## config.mk

```make
export PLATFORM = sky130hd
export DESIGN_NAME = adc_output_demux_clocking
export DESIGN_NICKNAME = d
export VERILOG_FILES = /design/src/rtl/adc_out_pkg.sv /design/src/rtl/sample_delay_if.sv /design/src/rtl/adc_output_demux_clocking.sv /design/src/rtl/sample_delay_line.sv
export SDC_FILE = /design/constraint.sdc
export NUM_CORES = 1
export LEC_CHECK = 0
export ABC_AREA = 1
export BUFFER_PORTS_ARGS = -buffer_cell sky130_fd_sc_hd__buf_2
export CAP_MARGIN = 40
export CORE_MARGIN = 4
export CORE_UTILIZATION = 33
export DETAILED_ROUTE_END_ITERATION = 8
export GPL_ROUTABILITY_DRIVEN = 0
export SLEW_MARGIN = 40
export SYNTH_ARGS = -nofsm -noshare
export SYNTH_HDL_FRONTEND = slang
export SYNTH_SLANG_ARGS = --single-unit
```

## constraint.sdc

```tcl
create_clock -name CORE_CLK -period 26.9 [get_ports CORE_CLK]
set_input_delay 4.035 -clock CORE_CLK [delete_from_list [all_inputs] [get_ports CORE_CLK]]
set_output_delay 4.035 -clock CORE_CLK [all_outputs]
set_load 0.02 [all_outputs]
```

## src/rtl/adc_out_pkg.sv

```systemverilog
// Constants shared by the converter output sequencing design
package adc_out_pkg;
	localparam int CFG_EDGE_OR_DEMUX_BIT = 8;
	localparam int CFG_OUTPUT_LEVEL_BIT = 9;
	localparam int CFG_DDR_DISABLE_BIT = 10;
	localparam int CFG_DDR_PHASE_BIT = 11;
	localparam int XCFG_DUAL_EDGE_BIT = 13;
	localparam int XCFG_Q_SELECT_BIT = 14;
	localparam logic [15:0] CFG_RESET = 16'h0000;
	localparam logic [15:0] XCFG_RESET = 16'h0000;
	localparam logic [3:0] ADDR_CFG = 4'h1;
	localparam logic [3:0] ADDR_XCFG = 4'h9;
	localparam logic [3:0] ADDR_STATUS = 4'hc;
	localparam int MAIN_LATENCY = 13;
	localparam int DELAYED_LATENCY = 14;
	localparam int SYNC_DELAY_DDR_DEMUX = 4;
	localparam int SYNC_DELAY_OTHER = 3;
	localparam int DUTY_MIN_PCT = 20;
	localparam int DUTY_MAX_PCT = 80;
	typedef enum logic [1:0] {
		PIN_LOW = 2'b00,
		PIN_HIGH = 2'b01,
		PIN_FLOAT = 2'b10
	} pin_level_e;
endpackage : adc_out_pkg

```

## src/rtl/sample_delay_if.sv

```systemverilog
// Signals between the sequencer and its sample delay line
`timescale 1ns/1ps
interface sample_delay_if #(parameter int W = 8);
	logic shift;
	logic [W-1:0] rise_in;
	logic [W-1:0] fall_i_in;
	logic [W-1:0] fall_q_in;
	logic [W-1:0] rise_tap13;
	logic [W-1:0] rise_tap14;
	logic [W-1:0] fi_tap13;
	logic [W-1:0] fi_tap14;
	logic [W-1:0] fq_tap13;
	logic [W-1:0] fq_tap14;
	modport ctrl (output shift, rise_in, fall_i_in, fall_q_in,
		input rise_tap13, rise_tap14, fi_tap13, fi_tap14, fq_tap13, fq_tap14);
	modport line (input shift, rise_in, fall_i_in, fall_q_in,
		output rise_tap13, rise_tap14, fi_tap13, fi_tap14, fq_tap13, fq_tap14);
endinterface : sample_delay_if

```

## src/rtl/adc_output_demux_clocking.sv

```systemverilog
// Output sequencing, demultiplexing and output clocking of a dual converter
`timescale 1ns/1ps
// What this block does
// - Range pin high picks full range, low reduced; same for both channels.
// - Dual-edge mode: one converter samples on rise, the other on fall.
// - Dual-edge with 1:2 demux spreads samples over all four buses.
// - Pin control allows only I input in dual-edge; registers pick I or Q.
// - Normal demux: main buses 13 cycles old, delayed buses 14.
// - Dual-edge demux: Q bus rise sample 13.5 old, delayed Q 14.5.
// - Non-demux mode holds both delayed buses in high impedance.
// - Non-demux: I bus 13 old; Q bus 13, or 13.5 in dual-edge.
// - SDR pin control: edge pin high gives rising, low falling edge.
// - Extended: edge/demux bit picks edge in SDR, demux in DDR.
// - DDR keeps data clock at 0 degree phase to data.
// - DDR with demux inserts four cycles sync delay, else three.
// - SDR data clock runs at the per-bus data rate.
// - DDR data clock runs at half data rate, data on both edges.
// - Pin control: floating edge pin selects DDR; high or low selects SDR.
// - Duty-corrected receiver on by default, tolerates 20/80 duty.
// - Demux halves each bus rate; non-demux runs at sample rate.
// - Config register bits 8 edge/demux, 9 level, 10 DDR off; bit 11 (phase) is stored but has no effect.
// - Extended config bit 13 enables dual-edge sampling.
module adc_output_demux_clocking #(
	parameter int W = 8
) (
	input wire logic CORE_CLK,
	input wire logic RST,
	input wire logic SAMPLE_CLK,
	input wire logic [W-1:0] I_SAMPLE,
	input wire logic [W-1:0] Q_SAMPLE,
	input wire logic RANGE_SELECT,
	input wire logic [1:0] OUTPUT_EDGE_SELECT,
	input wire logic DUAL_EDGE_PIN,
	input wire logic EXTENDED_MODE,
	input wire logic [3:0] ADDR,
	input wire logic [15:0] WDATA,
	input wire logic WR,
	input wire logic RD,
	output logic [15:0] RDATA,
	output logic FULL_RANGE,
	output logic OUTPUT_LEVEL,
	output logic DUTY_CORRECT_EN,
	output logic OUTPUT_DATA_CLOCK,
	output logic [W-1:0] I_BUS_MAIN,
	output logic [W-1:0] Q_BUS_MAIN,
	output logic [W-1:0] I_BUS_DELAYED,
	output logic [W-1:0] Q_BUS_DELAYED,
	output logic DELAYED_OE_N
);
	logic [2:0] sclk_sync_ff;
	logic [1:0] range_sync_ff;
	logic [3:0] edge_sync_ff;
	logic [1:0] des_sync_ff;
	logic [1:0] ext_sync_ff;
	logic [15:0] cfg_ff;
	logic [15:0] xcfg_ff;
	logic [15:0] nxt_rdata;
	logic rise_ev;
	logic fall_ev;
	logic ext;
	logic range_s;
	logic [1:0] edge_s;
	logic des_pin_s;
	logic dual_edge;
	logic use_q;
	logic ddr;
	logic demux;
	logic sdr_rising;
	logic phase_ff;
	logic [2:0] sync_cnt_ff;
	logic [2:0] sync_target;
	logic started_ff;
	logic [W-1:0] rise_smp_ff;
	logic [W-1:0] sel_in;
	logic [W-1:0] nxt_i_main;
	logic [W-1:0] nxt_q_main;
	logic output_data_clock_ff;
	logic update;

	sample_delay_if #(.W(W)) dif ();
	sample_delay_line #(.W(W), .DEPTH(adc_out_pkg::DELAYED_LATENCY)) u_line (
		.clk(CORE_CLK),
		.rst(RST),
		.dl(dif)
	);

	// Two-flop synchronisers for all pin inputs; third stage is edge history
	always_ff @(posedge CORE_CLK or posedge RST) begin
		if (RST) begin
			sclk_sync_ff <= 3'h0;
			range_sync_ff <= 2'h0;
			edge_sync_ff <= 4'h0;
			des_sync_ff <= 2'h0;
			ext_sync_ff <= 2'h0;
		end else begin
			sclk_sync_ff <= {sclk_sync_ff[1:0], SAMPLE_CLK};
			range_sync_ff <= {range_sync_ff[0], RANGE_SELECT};
			edge_sync_ff <= {edge_sync_ff[1:0], OUTPUT_EDGE_SELECT};
			des_sync_ff <= {des_sync_ff[0], DUAL_EDGE_PIN};
			ext_sync_ff <= {ext_sync_ff[0], EXTENDED_MODE};
		end
	end
	assign rise_ev = sclk_sync_ff[1] & ~sclk_sync_ff[2];
	assign fall_ev = ~sclk_sync_ff[1] & sclk_sync_ff[2];
	assign ext = ext_sync_ff[1];
	assign range_s = range_sync_ff[1];
	assign edge_s = edge_sync_ff[3:2];
	assign des_pin_s = des_sync_ff[1];

	// Register port, read data one cycle after the strobe
	always_ff @(posedge CORE_CLK or posedge RST) begin
		if (RST) begin
			cfg_ff <= adc_out_pkg::CFG_RESET;
			xcfg_ff <= adc_out_pkg::XCFG_RESET;
		end else if (WR) begin
			if (ADDR == adc_out_pkg::ADDR_CFG)
				cfg_ff <= WDATA;
			if (ADDR == adc_out_pkg::ADDR_XCFG)
				xcfg_ff <= WDATA;
		end
	end
	always_comb begin
		nxt_rdata = 16'h0000;
		unique case (ADDR)
			adc_out_pkg::ADDR_CFG: nxt_rdata = cfg_ff;
			adc_out_pkg::ADDR_XCFG: nxt_rdata = xcfg_ff;
			adc_out_pkg::ADDR_STATUS:
				nxt_rdata = {10'h000, started_ff, ext, ddr, demux,
					dual_edge, use_q};
			default: nxt_rdata = 16'h0000;
		endcase
	end
	always_ff @(posedge CORE_CLK or posedge RST) begin
		if (RST)
			RDATA <= 16'h0000;
		else if (RD)
			RDATA <= nxt_rdata;
		else
			RDATA <= 16'h0000;
	end

	// Mode decode from pins or from the configuration registers
	assign dual_edge = ext ? xcfg_ff[adc_out_pkg::XCFG_DUAL_EDGE_BIT]
		: des_pin_s;
	assign use_q = ext & xcfg_ff[adc_out_pkg::XCFG_Q_SELECT_BIT];
	always_comb begin
		if (ext) begin
			ddr = ~cfg_ff[adc_out_pkg::CFG_DDR_DISABLE_BIT];
			demux = ddr ? cfg_ff[adc_out_pkg::CFG_EDGE_OR_DEMUX_BIT]
				: 1'b1;
			sdr_rising = cfg_ff[adc_out_pkg::CFG_EDGE_OR_DEMUX_BIT];
		end else begin
			ddr = (edge_s == adc_out_pkg::PIN_FLOAT);
			demux = 1'b1;
			sdr_rising = (edge_s == adc_out_pkg::PIN_HIGH);
		end
	end
	assign FULL_RANGE = range_s;
	assign OUTPUT_LEVEL = ext ? cfg_ff[adc_out_pkg::CFG_OUTPUT_LEVEL_BIT]
		: 1'b1;
	assign DUTY_CORRECT_EN = 1'b1;
	assign DELAYED_OE_N = ~demux;
	assign sel_in = use_q ? Q_SAMPLE : I_SAMPLE;

	// Rise-edge sample held for the following fall, giving the half cycle
	always_ff @(posedge CORE_CLK or posedge RST) begin
		if (RST)
			rise_smp_ff <= '0;
		else if (rise_ev)
			rise_smp_ff <= sel_in;
	end
	assign dif.shift = fall_ev;
	assign dif.rise_in = rise_smp_ff;
	assign dif.fall_i_in = dual_edge ? sel_in : I_SAMPLE;
	assign dif.fall_q_in = Q_SAMPLE;

	// Startup sync delay: four cycles for DDR demux, three otherwise
	assign sync_target = (ddr && demux)
		? 3'(adc_out_pkg::SYNC_DELAY_DDR_DEMUX)
		: 3'(adc_out_pkg::SYNC_DELAY_OTHER);
	always_ff @(posedge CORE_CLK or posedge RST) begin
		if (RST) begin
			sync_cnt_ff <= 3'h0;
			started_ff <= 1'b0;
		end else if (fall_ev && !started_ff) begin
			sync_cnt_ff <= sync_cnt_ff + 3'h1;
			if (sync_cnt_ff + 3'h1 >= sync_target)
				started_ff <= 1'b1;
		end
	end

	// Demux phase: buses update on every other fall when demultiplexed
	always_ff @(posedge CORE_CLK or posedge RST) begin
		if (RST)
			phase_ff <= 1'b0;
		else if (fall_ev)
			phase_ff <= ~phase_ff;
	end
	assign update = fall_ev & started_ff & (~demux | phase_ff);

	always_comb begin
		nxt_i_main = dif.fi_tap13;
		nxt_q_main = dual_edge ? dif.rise_tap13 : dif.fq_tap13;
	end
	always_ff @(posedge CORE_CLK or posedge RST) begin
		if (RST) begin
			I_BUS_MAIN <= '0;
			Q_BUS_MAIN <= '0;
			I_BUS_DELAYED <= '0;
			Q_BUS_DELAYED <= '0;
		end else if (update) begin
			I_BUS_MAIN <= nxt_i_main;
			Q_BUS_MAIN <= nxt_q_main;
			I_BUS_DELAYED <= demux ? dif.fi_tap14 : '0;
			Q_BUS_DELAYED <= demux ? (dual_edge ? dif.rise_tap14
				: dif.fq_tap14) : '0;
		end
	end

	// Output data clock: SDR rises on the fall between updates and drops on each update so data moves on one edge;
	// DDR toggles once per update so both edges carry data at 0 degrees
	always_ff @(posedge CORE_CLK or posedge RST) begin
		if (RST)
			output_data_clock_ff <= 1'b0;
		else if (ddr && update)
			output_data_clock_ff <= ~output_data_clock_ff;
		else if (!ddr && fall_ev && started_ff && (!demux || !phase_ff))
			output_data_clock_ff <= 1'b1;
		else if (!ddr && update)
			output_data_clock_ff <= 1'b0;
	end
	assign OUTPUT_DATA_CLOCK = ddr ? output_data_clock_ff
		: (sdr_rising ? ~output_data_clock_ff : output_data_clock_ff);

	a_delayed_hiz: assert property (
		@(posedge CORE_CLK) disable iff (RST)
		(update && !demux) |=> DELAYED_OE_N && I_BUS_DELAYED == '0
			&& Q_BUS_DELAYED == '0)
		else $error("delayed buses driven");
	a_range_follow: assert property (
		@(posedge CORE_CLK) disable iff (RST)
		FULL_RANGE == $past(range_sync_ff[0]))
		else $error("range wrong");
	a_pin_i_only: assert property (
		@(posedge CORE_CLK) disable iff (RST)
		(!ext && rise_ev) |=> rise_smp_ff == $past(I_SAMPLE))
		else $error("Q chosen under pin control");
	a_ddr_float: assert property (
		@(posedge CORE_CLK) disable iff (RST)
		(!ext && edge_s == adc_out_pkg::PIN_FLOAT) |-> ddr)
		else $error("float not DDR");
	a_ext_des: assert property (
		@(posedge CORE_CLK) disable iff (RST)
		ext |-> dual_edge == xcfg_ff[adc_out_pkg::XCFG_DUAL_EDGE_BIT])
		else $error("dual-edge bit");
	a_ext_ddr: assert property (
		@(posedge CORE_CLK) disable iff (RST)
		ext |-> ddr == !cfg_ff[adc_out_pkg::CFG_DDR_DISABLE_BIT])
		else $error("DDR disable bit");
	a_i_update: assert property (
		@(posedge CORE_CLK) disable iff (RST)
		update |=> I_BUS_MAIN == $past(dif.fi_tap13))
		else $error("I bus latency");
	a_q_des: assert property (
		@(posedge CORE_CLK) disable iff (RST)
		(update && dual_edge) |=> Q_BUS_MAIN == $past(dif.rise_tap13))
		else $error("Q bus dual-edge latency");
	a_ddr_toggle: assert property (
		@(posedge CORE_CLK) disable iff (RST)
		(update && ddr) |=> output_data_clock_ff != $past(output_data_clock_ff))
		else $error("DDR clock not toggling");
	a_duty_on: assert property (
		@(posedge CORE_CLK) disable iff (RST)
		DUTY_CORRECT_EN)
		else $error("duty correction off");
endmodule : adc_output_demux_clocking

```

## src/rtl/sample_delay_line.sv

```systemverilog
// Pipeline memory holding converted samples per input clock cycle
`timescale 1ns/1ps
module sample_delay_line #(
	parameter int W = 8,
	parameter int DEPTH = 14
) (
	input wire logic clk,
	input wire logic rst,
	sample_delay_if.line dl
);
	logic [W-1:0] rise_ff [DEPTH];
	logic [W-1:0] fi_ff [DEPTH];
	logic [W-1:0] fq_ff [DEPTH];
	genvar g;
	generate
		for (g = 0; g < DEPTH; g++) begin : stage
			always_ff @(posedge clk or posedge rst) begin
				if (rst) begin
					rise_ff[g] <= '0;
					fi_ff[g] <= '0;
					fq_ff[g] <= '0;
				end else if (dl.shift) begin
					rise_ff[g] <= (g == 0) ? dl.rise_in : rise_ff[(g == 0) ? 0 : g-1];
					fi_ff[g] <= (g == 0) ? dl.fall_i_in : fi_ff[(g == 0) ? 0 : g-1];
					fq_ff[g] <= (g == 0) ? dl.fall_q_in : fq_ff[(g == 0) ? 0 : g-1];
				end
			end
		end
	endgenerate
	assign dl.rise_tap13 = rise_ff[DEPTH-2];
	assign dl.rise_tap14 = rise_ff[DEPTH-1];
	assign dl.fi_tap13 = fi_ff[DEPTH-2];
	assign dl.fi_tap14 = fi_ff[DEPTH-1];
	assign dl.fq_tap13 = fq_ff[DEPTH-2];
	assign dl.fq_tap14 = fq_ff[DEPTH-1];
endmodule : sample_delay_line

```

[Word-level counts from Yosys, hierarchy flattened]
Cells that the tools add are included.
Storage, ports and cells
  bits in registers: 443
Operators by class
  order comparisons: 1
  bitwise operators: 12
  reduce and logical (&&, ||, !) cells: 16
  equal/unequal tests: 5
  mux-type cells: 20
  add/subtract/negate cells: 1
Operators by type and width (count)
  $mux W8: 6
  $pmux W16 S3: 1
  $mux W16: 1
  $mux W1: 11
  $eq A4 B4 Y1 const B: 2
  $logic_and A1 B1 Y1: 7
  $not A1 Y1: 6
  $reduce_and A2 Y1: 3
  $and A1 B1 Y1: 5
  $eq A4 B1 Y1 const B: 1
  $logic_not A1 Y1: 4
  $add A3 B1 Y3 const B: 1
  $ge A3 B3 Y1: 1
  $mux W3: 1
  $reduce_bool A3 Y1: 1
  $eq A2 B1 Y1 const B: 1
  $eq A2 B2 Y1 const B: 1
  $logic_or A1 B1 Y1: 1
  $or A1 B1 Y1: 1

[Logic depth before layout (Yosys ltp)]
  word-level depth: 9
  mapped depth: 13

[Modules after synthesis]
From an unflattened synthesis, not the netlist that was laid out.
Second synthesis, totals
  cell total of the unflattened synthesis: 2023
  area total of the unflattened synthesis: 17774.5 µm²
By module, submodules not included
  sample_delay_line: times used 1, cells an instance 1468, seq. area each 8408.1 µm², area each 12918.6 µm²
  adc_output_demux_clocking: times used 1, cells an instance 555, seq. area each 2677.6 µm², area each 4855.9 µm²

[Worst setup path after synthesis]
Ideal clock, no wire load.
  path kind: flip-flop to output port
  start: register ext_sync_ff[1]
  end: output OUTPUT_DATA_CLOCK
  setup slack: 21731 ps
  path buffers: 0
  arrival: 1134 ps
  stages on the path, launching flop included: 6
  path through: dfrtp_1 > inv_2 > nand2_1 > nand2_1 > nand3_1 > xnor2_1
Between the ends
  word-level cells in the longest chain between the ends: 3
Ends and longest elaborated chain
  start, declared: RTL line adc_output_demux_clocking.sv:54  | logic [1:0] ext_sync_ff;
  start signal, assigned: RTL line adc_output_demux_clocking.sv:100  | ext_sync_ff <= {ext_sync_ff[0], EXTENDED_MODE};
  $mux W1: RTL line adc_output_demux_clocking.sv:147  | if (ext) begin
  $mux W1: RTL line adc_output_demux_clocking.sv:233  | : (sdr_rising ? ~output_data_clock_ff : output_data_clock_ff);
  $mux W1 (*): RTL line adc_output_demux_clocking.sv:232  | assign OUTPUT_DATA_CLOCK = ddr ? output_data_clock_ff
  end, declared: RTL line adc_output_demux_clocking.sv:43  | output logic OUTPUT_DATA_CLOCK,
Every way passes the cells marked *; elsewhere a longest branch is shown, timed or not.

[Worst setup path in the final report]
Ends and elaborated chain as after synthesis.

==> run metrics <==
status=finished clean; share of Yosys cell area claimed by the top area cell type=0.646; crit path kind=reg -> out; area leader, netlist=dfrtp_1; WL per Instance=12.2 um; cts bufs inserted=47; RSZ-0062 raised after global routing=no; crit share post-route=0.217; top cells by instance count after synthesis=616 x nand2_1, 443 x dfrtp_1, 233 x o21ai_0, 196 x inv_1, 107 x o21ai_1; Synth cell types=31; final hold vios=0; maximum number of pins on one net before global-route repair=260; Synthesized Nets=1842; Max Root-Sink Buffers=3; Post-CTS Hold Fix Bufs=0; placement row count=83; fillers=5112; drt total wl=31.4 mm; Overflow after GRT=0; Post-synth top flop=dfrtp_1; DRT Pass-1 Iters=7; HP Class=reg -> reg; max-slew violations=0; H-tree depth=2; Final Util=0.383; DR iter-0 viols=952; die extent in x=236 um; IO Pins=99; root buffer cell=clkbuf_16; CP Launch Type=flip-flop; share of layout cells above drive strength 1=0.126; Synth Area per Inst=9.56 um2; nets=1903; Core Area=0.0514 mm2; CTS clk-pin slew, worst paths=60 ps; final setup fails=0; via count=11108; Cell Chain, Critical Path=inv_2 -> nand2_1 -> nand2_1 -> nand3_1 -> xnor2_1 -> buf_2; GRT Total Usage=0.114; I/O Buffers=97; # resized after CTS=0; Synth-to-Final Area Change=14.7%; min Tclk post-route=5850 ps; synth top area cells=dfrtp_1 65%, nand2_1 13%, o21ai_0 6.8%, inv_1 4.3%, o21ai_1 3.1%; Design Area, Final=0.0197 mm2; antenna-violating nets left=0; number of post-CTS setup repair buffers=0; global-route wire length before repair=54.5 mm; setup_tns=0 ps; power density over the cells=86.9 mW/mm2; peak fanout along the critical path=6; clk sinks=443; critical path endpoint category=output port; f_max=0.171 GHz; slowest stage delay, CP=460 ps; number of synthesized flops with an enable pin=0; Post-DP HPWL=18.6 mm; vias in the first global route=10890; antenna violations before repair=0; #FFs+latches synth=443; CTS tree=done; ANT cells=0; synthesized area=0.0172 mm2; Final Power=1.71 mW; die span in y=236 um; Mapped Cells=1794; worst vdd ir=45.8 uV; sequential share of the synthesized area=0.646; Worst path slowest cell=dfrtp_1; Worst path most repeated cell=nand2_1; via/cell ratio=4.33; Post-DP Area=0.0180 mm2; clock latency on the worst-skew pair=560 ps; Async SR Flop Fraction=1.00; Starting Density=0.334; Rel. slew slack=0.441; Remaining DRCs=0; max_cap viols=0; clk_skew=16.8 ps; Leak=9.56 nW; Hold Slack=350 ps; Worst EP arrival=1810 ps; Die Area=0.0557 mm2; data required time of the critical path=22860 ps; top-count cell post-synth=nand2_1; Worst Tran Pin Value=838 ps; YS warnings=0
## cell type report
cell class | count | area (um2) | area share
clock inverters | 15 | 186 | 0.00948
well taps | 680 | 851 | 0.0432
flip-flops and latches | 443 | 11100 | 0.564
inverters | 203 | 788 | 0.0401
clock buffers | 66 | 1360 | 0.0691
multi-input cells | 1054 | 4750 | 0.241
repair buffers | 106 | 652 | 0.0331
## flip-flops by register name, summed over array words and instances, names as in the netlist, 16 cells and up
signal	flops
u_line.fi_ff	96
RDATA	16
u_line.rise_ff	96
xcfg_ff	16
cfg_ff	16
u_line.fq_ff	96
## routing by layer
| layer | track usage | share of wire | vias to the layer above |
|---|---|---|---|
| met5 | 0 | 0 | - |
| li1 | - | - | 5730 |
| met2 | 0.171 | 0.44 | 164 |
| met4 | 0.0329 | 0.019 | 0 |
| met1 | 0.166 | 0.50 | 5170 |
| met3 | 0.0241 | 0.044 | 44 |
## per-stage QoR
step / setup slack [ps] / cells
global route: 20700 / 2567
CTS: 20640 / 2564
finish: 21050 / 2567
detailed placement: 20040 / 2483
floorplan: 10520 / 1794
global placement: 19370 / 2483
## placed cells by master, fill, tap and decap left out, drive strengths merged
cell	count
nand2	628
dfrtp	443
o21ai	372
inv	202
buf	105
clkbuf	67
nand3	15
clkinv	12
a21oi	10
nor2	10
o211ai	8
bufinv	4
xnor2	2
or2	2
ha	2
mux2	1
nor3	1
nor2b	1
xor2	1
conb	1
## where the power goes
| group | internal (mW) | switching, mW | total (mW) |
|---|---|---|---|
| logic | 0.0777 | 0.142 | 0.220 |
| registers | 0.791 | 0.0568 | 0.848 |
| clock network | 0.390 | 0.252 | 0.642 |
## kinds of logic (layout without fill, tap and decap cells)
kind of cell,Yosys count,in the layout,share of synthesized area
AO/OA/AOI/OAI,390,390,0.122
XOR/XNOR,3,3,0.00153
adder cells (fa/ha/maj),2,2,0.00146
buffers and inverters,297,390,0.0770
flip-flops,443,443,0.646
multiplexers,1,1,0.000657
other,1,1,0.000219
AND/OR/NAND/NOR,657,657,0.151
## worst paths after layout
check	from	end	slack, ps	depth (start not counted)
setup / recovery	ext_sync_ff[1]$_DFF_PP0_	OUTPUT_DATA_CLOCK	21050	6
hold / removal	sclk_sync_ff[0]$_DFF_PP0_	sclk_sync_ff[1]$_DFF_PP0_	350	0
setup reg to reg	sclk_sync_ff[1]$_DFF_PP0_	sync_cnt_ff[1]$_DFFE_PP0P_	23920	6
hold reg to reg	sclk_sync_ff[0]$_DFF_PP0_	sclk_sync_ff[1]$_DFF_PP0_	350	0
max in group asynchronous	RST	u_line.rise_ff[111]$_DFFE_PP0N_	21140	6
min in group asynchronous	RST	range_sync_ff[1]$_DFF_PP0_	3430	2
## critical path: cells and delay by family (launching register included)
kind | cells | cell delay (ps)
buf+inv | 2 | 300
simple gates | 3 | 340
xor+xnor | 1 | 170
flops | 1 | 460
Note: power is estimated with default switching activity, not from simulation.
